$ cat src/supervisor_pkg.sv
// constants and types shared by the supervisor and watchdog design
// assumes a 40 MHz clock and an internal time base derived from it
package supervisor_pkg;

  // ********************************
  // clock and time base
  // ********************************
  localparam int unsigned CLK_HZ          = 40_000_000;
  localparam int unsigned TICK_NS         = 1_000;   // time base tick, 1 us
  localparam int unsigned CLK_PERIOD_NS   = 1_000_000_000 / CLK_HZ;
  localparam int unsigned TICK_CYCLES     = TICK_NS / CLK_PERIOD_NS;

  // ********************************
  // documented times
  // ********************************
  localparam int unsigned KICK_MIN_WIDTH_NS  = 1_000;   // least kick pulse
  localparam int unsigned ENABLE_SETTLE_US   = 300;     // longest settle
  // least time rounds up to whole cycles
  localparam int unsigned KICK_MIN_CYCLES =
    (KICK_MIN_WIDTH_NS + CLK_PERIOD_NS - 1) / CLK_PERIOD_NS;
  // longest time rounds down, counted in ticks
  localparam int unsigned ENABLE_SETTLE_TICKS =
    (ENABLE_SETTLE_US * 1_000) / TICK_NS;

  // ********************************
  // default timing in ticks (chosen option values)
  // ********************************
  localparam int unsigned KICK_TIMEOUT_TICKS       = 1_000_000; // 1 s
  localparam int unsigned EXPIRY_PULSE_WIDTH_TICKS = 200_000;   // 200 ms
  localparam int unsigned STARTUP_DELAY_TICKS      = 2_000_000; // 2 s
  localparam int unsigned RESET_HOLD_TIME_TICKS    = 200_000;   // 200 ms

  localparam int unsigned TICK_W = 24;
  localparam int unsigned PRE_W  = 8;
  localparam int unsigned KW_W   = 8;

  typedef enum logic [2:0] {
    WD_IDLE    = 3'b000,
    WD_STARTUP = 3'b001,
    WD_SETTLE  = 3'b011,
    WD_MONITOR = 3'b010,
    WD_EXPIRE  = 3'b110
  } wd_state_t;

endpackage

$ cat src/tick_if.sv
// time base strobe, shared between the counter modules
// assumes a single clock domain
`timescale 1ns/1ps
interface tick_if;
  logic tick;
  modport source (output tick);
  modport sink   (input  tick);
endinterface

$ cat src/supply_supervisor_watchdog.sv
// supply supervisor with reset hold and kick watchdog
// assumes synchronous inputs; supply_low_in from an external comparator
`timescale 1ns/1ps

// Functional notes
// - steady kick for timeout gives an expiry pulse, then rearms and repeats
// - falling kick or reset release restarts timer
// - expiry is active-low open-drain, released otherwise
// - enable high runs watchdog, low disables it
// - reset held while supply low plus hold
// - startup delay begins at reset release
// - monitoring after startup only if enable high
// - kicks ignored in expiry, reset, startup, settle
// - enabled operation within 300 us settle
// - only kicks at least 1 us wide count
// - manual reset low holds reset, then hold
module supply_supervisor_watchdog
  import supervisor_pkg::*;
#(
  parameter int unsigned KICK_TIMEOUT       = KICK_TIMEOUT_TICKS,
  parameter int unsigned EXPIRY_PULSE_WIDTH = EXPIRY_PULSE_WIDTH_TICKS,
  parameter int unsigned STARTUP_DELAY      = STARTUP_DELAY_TICKS,
  parameter int unsigned RESET_HOLD_TIME    = RESET_HOLD_TIME_TICKS,
  parameter int unsigned ENABLE_SETTLE      = ENABLE_SETTLE_TICKS,
  parameter int unsigned TICK_PERIOD        = TICK_CYCLES
) (
  // clock and reset
  input  wire logic clk,
  input  wire logic reset,
  // supply and manual reset
  input  wire logic supply_low_in,
  input  wire logic manual_reset_in_n,
  // watchdog inputs
  input  wire logic kick_in,
  input  wire logic watchdog_enable_in,
  // open-drain reset output
  output logic      reset_out_n,
  output logic      reset_out_oe,
  // open-drain expiry output
  output logic      expiry_out_n,
  output logic      expiry_out_oe
);

  // ********************************
  // time base
  // ********************************
  tick_if tb ();

  tick_gen #(
    .TICKS_PER (TICK_PERIOD)
  ) u_tick (
    .clk   (clk),
    .reset (reset),
    .tb    (tb)
  );

  // ********************************
  // state
  // ********************************
  typedef struct packed {
    logic              rst_asserted;
    logic [TICK_W-1:0] hold_cnt;
    wd_state_t         wd;
    logic [TICK_W-1:0] wd_cnt;
    logic              kick_d;
    logic [KW_W-1:0]   kick_wide;
    logic              expiry;
  } sv_state_t;

  sv_state_t s_reg;
  sv_state_t s_next;

  logic reset_cause;
  logic kick_fall;
  logic kick_valid;

  always_comb begin
    reset_cause = supply_low_in || !manual_reset_in_n;
    kick_fall   = s_reg.kick_d && !kick_in;
    // pulse must have stood at least the least width before the fall
    kick_valid  = kick_fall &&
                  (s_reg.kick_wide >= KW_W'(KICK_MIN_CYCLES));
  end

  always_comb begin
    s_next        = s_reg;
    s_next.kick_d = kick_in;
    // width of the current kick level, saturating
    if (kick_in != s_reg.kick_d) begin
      s_next.kick_wide = KW_W'(1);
    end else if (s_reg.kick_wide != '1) begin
      s_next.kick_wide = s_reg.kick_wide + 1'b1;
    end

    // supply and manual reset with hold time
    if (reset_cause) begin
      s_next.rst_asserted = 1'b1;
      s_next.hold_cnt     = '0;
    end else if (s_reg.rst_asserted && tb.tick) begin
      if (s_reg.hold_cnt == TICK_W'(RESET_HOLD_TIME - 1)) begin
        s_next.rst_asserted = 1'b0;
        s_next.hold_cnt     = '0;
      end else begin
        s_next.hold_cnt = s_reg.hold_cnt + 1'b1;
      end
    end

    // watchdog
    case (s_reg.wd)
      WD_IDLE: begin
        s_next.expiry = 1'b0;
        s_next.wd_cnt = '0;
        if (s_reg.rst_asserted && !s_next.rst_asserted) begin
          s_next.wd = WD_STARTUP;
        end
      end
      WD_STARTUP: begin
        // kicks ignored here
        if (tb.tick) begin
          if (s_reg.wd_cnt == TICK_W'(STARTUP_DELAY - 1)) begin
            s_next.wd_cnt = '0;
            s_next.wd     = watchdog_enable_in ? WD_MONITOR
                                               : WD_SETTLE;
          end else begin
            s_next.wd_cnt = s_reg.wd_cnt + 1'b1;
          end
        end
      end
      WD_SETTLE: begin
        // disabled; on enable wait the settle time, kicks ignored
        if (!watchdog_enable_in) begin
          s_next.wd_cnt = '0;
        end else if (tb.tick) begin
          if (s_reg.wd_cnt == TICK_W'(ENABLE_SETTLE - 1)) begin
            s_next.wd_cnt = '0;
            s_next.wd     = WD_MONITOR;
          end else begin
            s_next.wd_cnt = s_reg.wd_cnt + 1'b1;
          end
        end
      end
      WD_MONITOR: begin
        if (!watchdog_enable_in) begin
          s_next.wd     = WD_SETTLE;
          s_next.wd_cnt = '0;
        end else if (kick_valid) begin
          s_next.wd_cnt = '0;
        end else if (tb.tick) begin
          if (s_reg.wd_cnt == TICK_W'(KICK_TIMEOUT - 1)) begin
            s_next.wd     = WD_EXPIRE;
            s_next.wd_cnt = '0;
            s_next.expiry = 1'b1;
          end else begin
            s_next.wd_cnt = s_reg.wd_cnt + 1'b1;
          end
        end
      end
      WD_EXPIRE: begin
        // kicks ignored while expiry is low
        if (tb.tick) begin
          if (s_reg.wd_cnt == TICK_W'(EXPIRY_PULSE_WIDTH - 1)) begin
            s_next.expiry = 1'b0;
            s_next.wd_cnt = '0;
            s_next.wd     = watchdog_enable_in ? WD_MONITOR : WD_SETTLE;
          end else begin
            s_next.wd_cnt = s_reg.wd_cnt + 1'b1;
          end
        end
      end
      default: begin
        s_next.wd = WD_IDLE;
      end
    endcase

    // reset overrides the watchdog entirely
    if (s_next.rst_asserted) begin
      s_next.wd     = WD_IDLE;
      s_next.wd_cnt = '0;
      s_next.expiry = 1'b0;
    end
  end

  always_ff @(posedge clk) begin
    if (reset) begin
      s_reg              <= '0;
      s_reg.rst_asserted <= 1'b1;
      s_reg.kick_d       <= 1'b1;
      s_reg.wd           <= WD_IDLE;
    end else begin
      s_reg <= s_next;
    end
  end

  // open drain: only ever drive low
  assign reset_out_n   = 1'b0;
  assign reset_out_oe  = s_reg.rst_asserted;
  assign expiry_out_n  = 1'b0;
  assign expiry_out_oe = s_reg.expiry;

  // ********************************
  // checks
  // ********************************
  property p_reset_follows_cause;
    @(posedge clk) disable iff (reset)
      reset_cause |=> reset_out_oe;
  endproperty
  a_reset_follows_cause: assert property (p_reset_follows_cause)
    else $error("reset not asserted while a cause is present");

  property p_manual_reset;
    @(posedge clk) disable iff (reset)
      !manual_reset_in_n |=> reset_out_oe && !expiry_out_oe;
  endproperty
  a_manual_reset: assert property (p_manual_reset)
    else $error("manual reset did not assert reset");

  property p_release_starts;
    @(posedge clk) disable iff (reset)
      $fell(reset_out_oe) |-> s_reg.wd == WD_STARTUP && s_reg.wd_cnt == '0;
  endproperty
  a_release_starts: assert property (p_release_starts)
    else $error("startup delay not begun at reset release");

  property p_expiry_no_reset;
    @(posedge clk) disable iff (reset)
      expiry_out_oe |-> !reset_out_oe && s_reg.wd == WD_EXPIRE;
  endproperty
  a_expiry_no_reset: assert property (p_expiry_no_reset)
    else $error("expiry driven outside expire state");

  property p_expiry_entry;
    @(posedge clk) disable iff (reset)
      $rose(expiry_out_oe) |-> $past(s_reg.wd) == WD_MONITOR
        && $past(watchdog_enable_in);
  endproperty
  a_expiry_entry: assert property (p_expiry_entry)
    else $error("expiry began without enabled monitoring");

  property p_kick_clears;
    @(posedge clk) disable iff (reset)
      (s_reg.wd == WD_MONITOR && watchdog_enable_in && kick_valid
        && !reset_cause) |=> s_reg.wd_cnt == '0 && !expiry_out_oe;
  endproperty
  a_kick_clears: assert property (p_kick_clears)
    else $error("valid kick did not clear the timer");

  property p_disabled_quiet;
    @(posedge clk) disable iff (reset)
      (!watchdog_enable_in && s_reg.wd == WD_SETTLE && !reset_cause) |=>
        s_reg.wd == WD_SETTLE && s_reg.wd_cnt == '0 && !expiry_out_oe;
  endproperty
  a_disabled_quiet: assert property (p_disabled_quiet)
    else $error("expiry while watchdog disabled");

  // a narrow pulse must leave the running count alone
  property p_short_kick_ignored;
    @(posedge clk) disable iff (reset)
      (s_reg.wd == WD_MONITOR && watchdog_enable_in && !reset_cause
        && !tb.tick && kick_fall
        && s_reg.kick_wide < KW_W'(KICK_MIN_CYCLES))
        |=> s_reg.wd_cnt == $past(s_reg.wd_cnt);
  endproperty
  a_short_kick_ignored: assert property (p_short_kick_ignored)
    else $error("narrow kick was accepted");

  property p_settle_ignores_kick;
    @(posedge clk) disable iff (reset)
      (s_reg.wd == WD_SETTLE && watchdog_enable_in && !reset_cause
        && !tb.tick) |=> s_reg.wd == WD_SETTLE
        && s_reg.wd_cnt == $past(s_reg.wd_cnt);
  endproperty
  a_settle_ignores_kick: assert property (p_settle_ignores_kick)
    else $error("settle count moved without a tick");

endmodule

$ cat src/tick_gen.sv
// internal time base: one-cycle strobe every TICKS_PER clock cycles
// assumes synchronous active-high reset
`timescale 1ns/1ps
module tick_gen
  import supervisor_pkg::*;
#(
  parameter int unsigned TICKS_PER = TICK_CYCLES
) (
  // clock and reset
  input  wire logic clk,
  input  wire logic reset,
  // strobe out
  tick_if.source    tb
);

  typedef struct packed {
    logic [PRE_W-1:0] cnt;
    logic             tick;
  } tg_state_t;

  tg_state_t s_reg;
  tg_state_t s_next;

  always_comb begin
    s_next      = s_reg;
    s_next.tick = 1'b0;
    if (s_reg.cnt == PRE_W'(TICKS_PER - 1)) begin
      s_next.cnt  = '0;
      s_next.tick = 1'b1;
    end else begin
      s_next.cnt = s_reg.cnt + 1'b1;
    end
  end

  always_ff @(posedge clk) begin
    if (reset) begin
      s_reg <= '0;
    end else begin
      s_reg <= s_next;
    end
  end

  assign tb.tick = s_reg.tick;

  // ********************************
  // checks
  // ********************************
  property p_tick_period;
    @(posedge clk) disable iff (reset)
      s_reg.tick |=> !s_reg.tick [*1];
  endproperty
  a_tick_period: assert property (p_tick_period)
    else $error("time base strobe lasted more than one cycle");

endmodule

$ cat config.mk
export PLATFORM = sky130hd
export DESIGN_NAME = supply_supervisor_watchdog
export DESIGN_NICKNAME = d
export VERILOG_FILES = /design/src/supervisor_pkg.sv /design/src/tick_if.sv /design/src/supply_supervisor_watchdog.sv /design/src/tick_gen.sv
export SDC_FILE = /design/constraint.sdc
export NUM_CORES = 1
export LEC_CHECK = 0
export BUFFER_PORTS_ARGS = -buffer_cell sky130_fd_sc_hd__buf_2
export CAP_MARGIN = 25
export CORE_ASPECT_RATIO = 1.75
export CORE_MARGIN = 4
export CORE_UTILIZATION = 45
export CTS_CLUSTER_SIZE = 24
export DETAILED_ROUTE_END_ITERATION = 10
export PLACE_DENSITY_LB_ADDON = 0.1
export SLEW_MARGIN = 10
export SYNTH_ARGS = -nofsm -noshare
export SYNTH_HDL_FRONTEND = slang
export SYNTH_SLANG_ARGS = --single-unit
$ cat constraint.sdc
create_clock -name clk -period 2.48 [get_ports clk]
set_input_delay 0.62 -clock clk [delete_from_list [all_inputs] [get_ports clk]]
set_output_delay 0.62 -clock clk [all_outputs]
set_load 0.02 [all_outputs]
==> flow_metrics.py, run 1 <==
metrics = {
    "cells_and_area": {
        "layout.nets": 516,
        "antenna_cells": 0,
        "drive_above_1_share": 0.132,
        "fin_area_um2": 4400,
        "largest_reg_flops": 60,
        "n_fill_cell": 864,
        "fin_util": 0.526,
        "multiInputGateArea_um2": 2300,
        "synthToLayoutAreaGrowth_pct": 12.9,
        "seq_area_um2": 1420,
    },
    "sta": {
        "fin_ws_ns": 0.172,
        "max_slew_margin": 0.530,
        "period_share": 0.930,
        "slew_violations": 0,
        "finalCriticalPeriod_ns": 2.31,
        "finalClockSkew_ns": 0.00835,
        "max_freq_mhz": 433,
        "finalHoldViolCount": 0,
        "worst_slew_pin_slew_ns": 0.699,
        "setup_viol": 0,
        "grt_setup_unrepaired": "no",
    },
    "floorplan": {
        "die_area_um2": 10300,
        "dieWidth_um": 78.3,
        "initial_core_util": 0.466,
        "die_h_um": 131,
        "ios": 10,
        "rows": 44,
        "core-area_um2": 8370,
    },
    "route": {
        "first_iter_violations": 138,
        "drc": 0,
        "vias": 3518,
        "wl_per_cell_um": 15.0,
        "dr.pass1.iters": 4,
        "wl_um": 9380,
        "via_per_inst": 5.64,
        "ant_nets": 0,
    },
    "critical_path": {
        "criticalPathCategory": "register to register",
        "required_ns": 2.70,
        "reg2reg_depth": 8,
        "cp-start-kind": "register",
        "cp_max_fo": 7,
        "startpoint": "s_reg[10]",
        "regToRegStartpoint": "s_reg[10]",
        "cp-end-kind": "register",
        "critPathArrivalTime_ns": 2.53,
    },
    "pwr": {
        "peakVddDrop_mv": 0.440,
        "power.density_nw_per_um2": 536,
        "leakage_nw": 1.50,
    },
    "clock_network": {
        "cts-buffers-inserted": 9,
        "path_clk_slew_ns": 0.05,
        "post_cts_buffers": 0,
        "cts_max_level": 3,
        "root_buffer": "clkbuf_16",
        "clock_path_buffers": 2,
        "cts_tree": "yes",
        "hold_buffers": 0,
        "cts.sinks": 71,
        "clk_latency_ns": 0.33,
    },
    "placement": {
        "place_congestion": 0.820,
        "dp_slack_ns": -0.00786,
        "place_area_um2": 4130,
        "io_buffer_count": 7,
        "dp_hpwl_um": 7050,
    },
    "global_routing": {
        "grt_max_degree": 24,
        "grt_pass1_vias": 3474,
        "track_usage": 0.198,
        "grt_pass1_wl_um": 16000,
        "grt-ovfl-total": 0,
        "antenna_found_initial": 0,
    },
    "logic_synthesis": {
        "async_flop_share": 0,
        "synth_cells": 484,
        "ys_warn_count": 0,
        "syn_area_per_cell_um2": 8.05,
        "synth_area_um2": 3900,
        "ys_ff_latch": 71,
        "synthFlopType": "dfxtp_1",
        "synth_edf_count": 0,
        "ys_types": 63,
        "yosysSeqAreaShare": 0.365,
    },
    "worst_hold_path": {
        "hold_class": "register to register",
        "min_from": "u_tick.s_reg[1]",
        "whs_path_depth": 1,
    },
    "run_status": {
        "status": "finished, final reports clean",
    },
    "job": {
        "cap_violations": 0,
    },
}
[synthesized netlist by cell type, drive strengths merged (3+ instances only)]
master | number | area share
nand2 | 51 | 0.049
o21ai | 12 | 0.015
o211ai | 5 | 0.014
xor2 | 21 | 0.047
nor4 | 17 | 0.029
nor2 | 65 | 0.063
ha | 6 | 0.019
a211oi | 8 | 0.015
nand3 | 31 | 0.040
and3 | 13 | 0.021
nand4 | 15 | 0.024
nor3 | 16 | 0.021
dfxtp | 71 | 0.36
and2 | 9 | 0.014
or4 | 3 | 0.0058
or3 | 6 | 0.011
buf | 14 | 0.024
nor2b | 5 | 0.0087
xnor2 | 18 | 0.040
a21oi | 15 | 0.020
and4 | 7 | 0.016
nand2b | 6 | 0.012
o22ai | 11 | 0.018
clkbuf | 10 | 0.013
inv | 12 | 0.012
or2 | 5 | 0.0080
[worst max-delay path: stages, from the launching register on]
cell and delay, ns:
dfxtp_1 0.39, ha_1 0.26, and4_1 0.33, nand3_1 0.16, o31ai_1 0.42, o211ai_4 0.17
buf_4 0.20, o22ai_1 0.19, nand2_1 0.07
[layer usage]
layer	up-vias	share of wire	global-route usage
li1	1769	-	-
met1	1662	0.39	0.196
met2	59	0.54	0.378
met3	28	0.026	0.0363
met4	0	0.044	0.118
met5	-	0	0
[power by group]
part | total (mW) | switching [mW] | leakage (nW) | internal [mW]
Sequential | 1.16 | 0.00600 | 0.573 | 1.15
Combinational | 0.0425 | 0.0266 | 0.792 | 0.0159
Clock | 1.16 | 0.459 | 0.134 | 0.702
Total | 2.36 | 0.491 | 1.50 | 1.87
[timing repair]
item | CTS | global route
hold endpoints to repair | 0 | 0
resized for setup | 0 | 1
endpoints found under the setup margin | 0 | 1
[cell type report]
| class | instances | share of cell area |
|---|---|---|
| timing repair buffer | 32 | 0.0506 |
| clock buffer | 13 | 0.0569 |
| clock inverter | 3 | 0.00427 |
| inverter | 12 | 0.0102 |
| tap | 115 | 0.0327 |
| sequential | 71 | 0.323 |
| multi-input combinational | 378 | 0.522 |
[cells in the final DEF (no fill, tap or decap), types with 14 or more instances in the layout]
cell type / netlist / routed
xnor2_1: 18 / 18
buf_4: 2 / 25
xor2_1: 21 / 21
nor3_1: 16 / 15
nor2_1: 64 / 64
dfxtp_1: 71 / 71
a21oi_1: 14 / 14
nor4_1: 16 / 16
nand4_1: 15 / 15
nand3_1: 31 / 31
nand2_1: 51 / 51
[final timing paths]
path / to / slack, ns
setup / recovery: s_reg[29] / 0.17
setup reg to reg: s_reg[29] / 0.17
hold / removal: u_tick.s_reg[1] / 0.45
hold reg to reg: u_tick.s_reg[1] / 0.45
[logic make-up (layout without fill, tap and decap cells)]
group | Yosys count | count (layout) | synth area share
flops | 71 | 71 | 0.365
fa+ha+maj | 6 | 6 | 0.0193
other cells | 1 | 2 | 0.000962
compound gates | 68 | 68 | 0.123
xor+xnor | 39 | 39 | 0.0877
simple gates | 263 | 263 | 0.356
buf+inv | 36 | 60 | 0.0482
[per-stage QoR]
stage | hold WS, ns | total power [mW] | std cells | TNS, ns
4_1_cts | 0.455 | 2.40 | 624 | 0
2_1_floorplan | 0.418 | 1.21 | 485 | 0
6_report | 0.448 | 2.36 | 624 | 0
5_1_grt | 0.486 | 2.45 | 624 | 0
3_3_place_gp | 0.429 | 1.22 | 608 | 0
3_5_place_dp | 0.447 | 1.22 | 608 | -0.00786
Power figures use the tool's default switching activity.
==> run 2: changes to the inputs <==
- REMOVE_ABC_BUFFERS: default -> 1
==> run 2 against run 1 <==
- design area rose by 2.2%
- final cell count is 0.16% higher
- critical path type is now primary input to register
- global-route usage up 0.40 points
==> flow_metrics.py, run 2 (synthesis gave the netlist of run 1 again) <==
metrics = {
    "route": {
        "route.met2.wl_um": 5000,
        "via_per_inst": 5.58,
        "routed.top_layer": "met4",
        "wl_per_cell_um": 15.0,
        "first_iter_violations": 233,
        "wl_um": 9350,
        "ant_nets": 0,
        "routed-wl-met3_um": 231,
        "m1WireLength_um": 3750,
        "drc": 0,
        "dr.pass1.iters": 4,
        "vias": 3487,
    },
    "sta": {
        "final.setup.tns_ns": 0,
        "worst_slew_pin_slew_ns": 0.677,
        "finalHoldViolCount": 0,
        "slew_violations": 0,
        "fin_ws_ns": 0.220,
        "finalCriticalPeriod_ns": 2.26,
        "max_freq_mhz": 443,
        "setup_viol": 0,
        "finalClockSkew_ns": 0.00608,
        "period_share": 0.911,
        "grt_setup_unrepaired": "no",
        "max_slew_margin": 0.545,
    },
    "cells_and_area": {
        "synthToLayoutAreaGrowth_pct": 15.4,
        "layout_commonest_cell": "dfxtp_1",
        "final_cell_mix": "71 x dfxtp_1, 64 x nor2_1, 51 x nand2_1, 31 x nand3_1, 26 x buf_4",
        "largest_reg_flops": 60,
        "stdcell_count": 625,
        "layout.nets": 518,
        "antenna_cells": 0,
        "fin_area_um2": 4500,
        "drive_above_1_share": 0.141,
    },
    "global_routing": {
        "grt_pass1_vias": 3368,
        "grt-ovfl-total": 0,
        "grt_pass1_wl_um": 16000,
        "antenna_found_initial": 0,
        "grt_max_degree": 24,
        "track_usage": 0.202,
    },
    "critical_path": {
        "cp-end-kind": "register",
        "crit_family": "compound AO/OA/AOI/OAI gates",
        "cp_slowest_stage_delay_ns": 0.39,
        "criticalPathCategory": "primary input to register",
        "crit_chain": "buf_2 -> inv_1 -> ha_1 -> o211ai_2 -> a311oi_2 -> buf_4 -> or3_1 -> nand4b_1 -> xor2_1 -> a211oi_1",
        "cp_max_fo": 8,
        "cp-start-kind": "primary input",
        "required_ns": 2.73,
        "critPathSlowestCell": "a311oi_2",
        "critPathArrivalTime_ns": 2.51,
        "cp.buffers_inverters": 3,
    },
    "placement": {
        "dp_slack_ns": -0.299,
        "dp_hpwl_um": 6990,
        "place_congestion": 0.826,
        "io_buffer_count": 7,
        "place_area_um2": 4160,
        "placed_cells_incl_taps": 610,
    },
    "floorplan": {
        "ios": 10,
        "dieWidth_um": 78.3,
        "initial_core_util": 0.466,
        "core-area_um2": 8370,
        "die_area_um2": 10300,
        "rows": 44,
        "die_h_um": 131,
    },
    "pwr": {
        "power.density_nw_per_um2": 556,
        "total_power_mw": 2.50,
        "leakage_nw": 1.53,
        "peakVddDrop_mv": 0.431,
    },
    "clock_network": {
        "clk_latency_ns": 0.33,
        "cts_max_level": 3,
        "hold_buffers": 0,
        "cts_resized": 0,
        "root_buffer": "clkbuf_16",
        "cts-buffers-inserted": 9,
        "cts.sinks": 71,
        "path_clk_slew_ns": 0.06,
        "post_cts_buffers": 0,
        "cts_tree": "yes",
        "clock_path_buffers": 2,
    },
    "worst_hold_path": {
        "hold_class": "register to register",
    },
    "job": {
        "cap_violations": 0,
    },
    "run_status": {
        "status": "finished, final reports clean",
    },
}
[run 2: routing by layer]
| layer | up-vias | GRT usage |
|---|---|---|
| li1 | 1769 | - |
| met1 | 1630 | 0.216 |
| met2 | 62 | 0.362 |
| met3 | 26 | 0.0404 |
| met4 | 0 | 0.126 |
| met5 | - | 0 |
[run 2: layout make-up]
type                    count  area (um^2)
multi-input cells         378         2340
clock inverters             2         38.8
well taps                 115          144
inverters                  12         45.0
clock buffers              13          260
fillers                   823         3870
repair buffers             34          250
flip-flops and latches     71         1420
[run 2: final timing paths]
check                  startpoint              end  slack (ns)  cells past startpoint
setup reg to reg        s_reg[10]        s_reg[32]        0.26                      7
hold / removal    u_tick.s_reg[1]  u_tick.s_reg[1]        0.45                      1
setup / recovery          kick_in        s_reg[28]        0.22                     10
hold reg to reg   u_tick.s_reg[1]  u_tick.s_reg[1]        0.45                      1
[run 2: stage by stage]
stage                     hold slack (ns)   util
final                               0.447  0.537
after global routing                0.476  0.537
after CTS                           0.455  0.532
after detailed placement            0.442  0.497
after global placement              0.438  0.497
after floorplan                     0.418      -
[run 2: where the power goes]
| group | switching [mW] | internal (mW) |
|---|---|---|
| Combinational | 0.0264 | 0.0169 |
| Clock | 0.471 | 0.832 |
| Sequential | 0.00595 | 1.15 |
| Total | 0.504 | 2.00 |
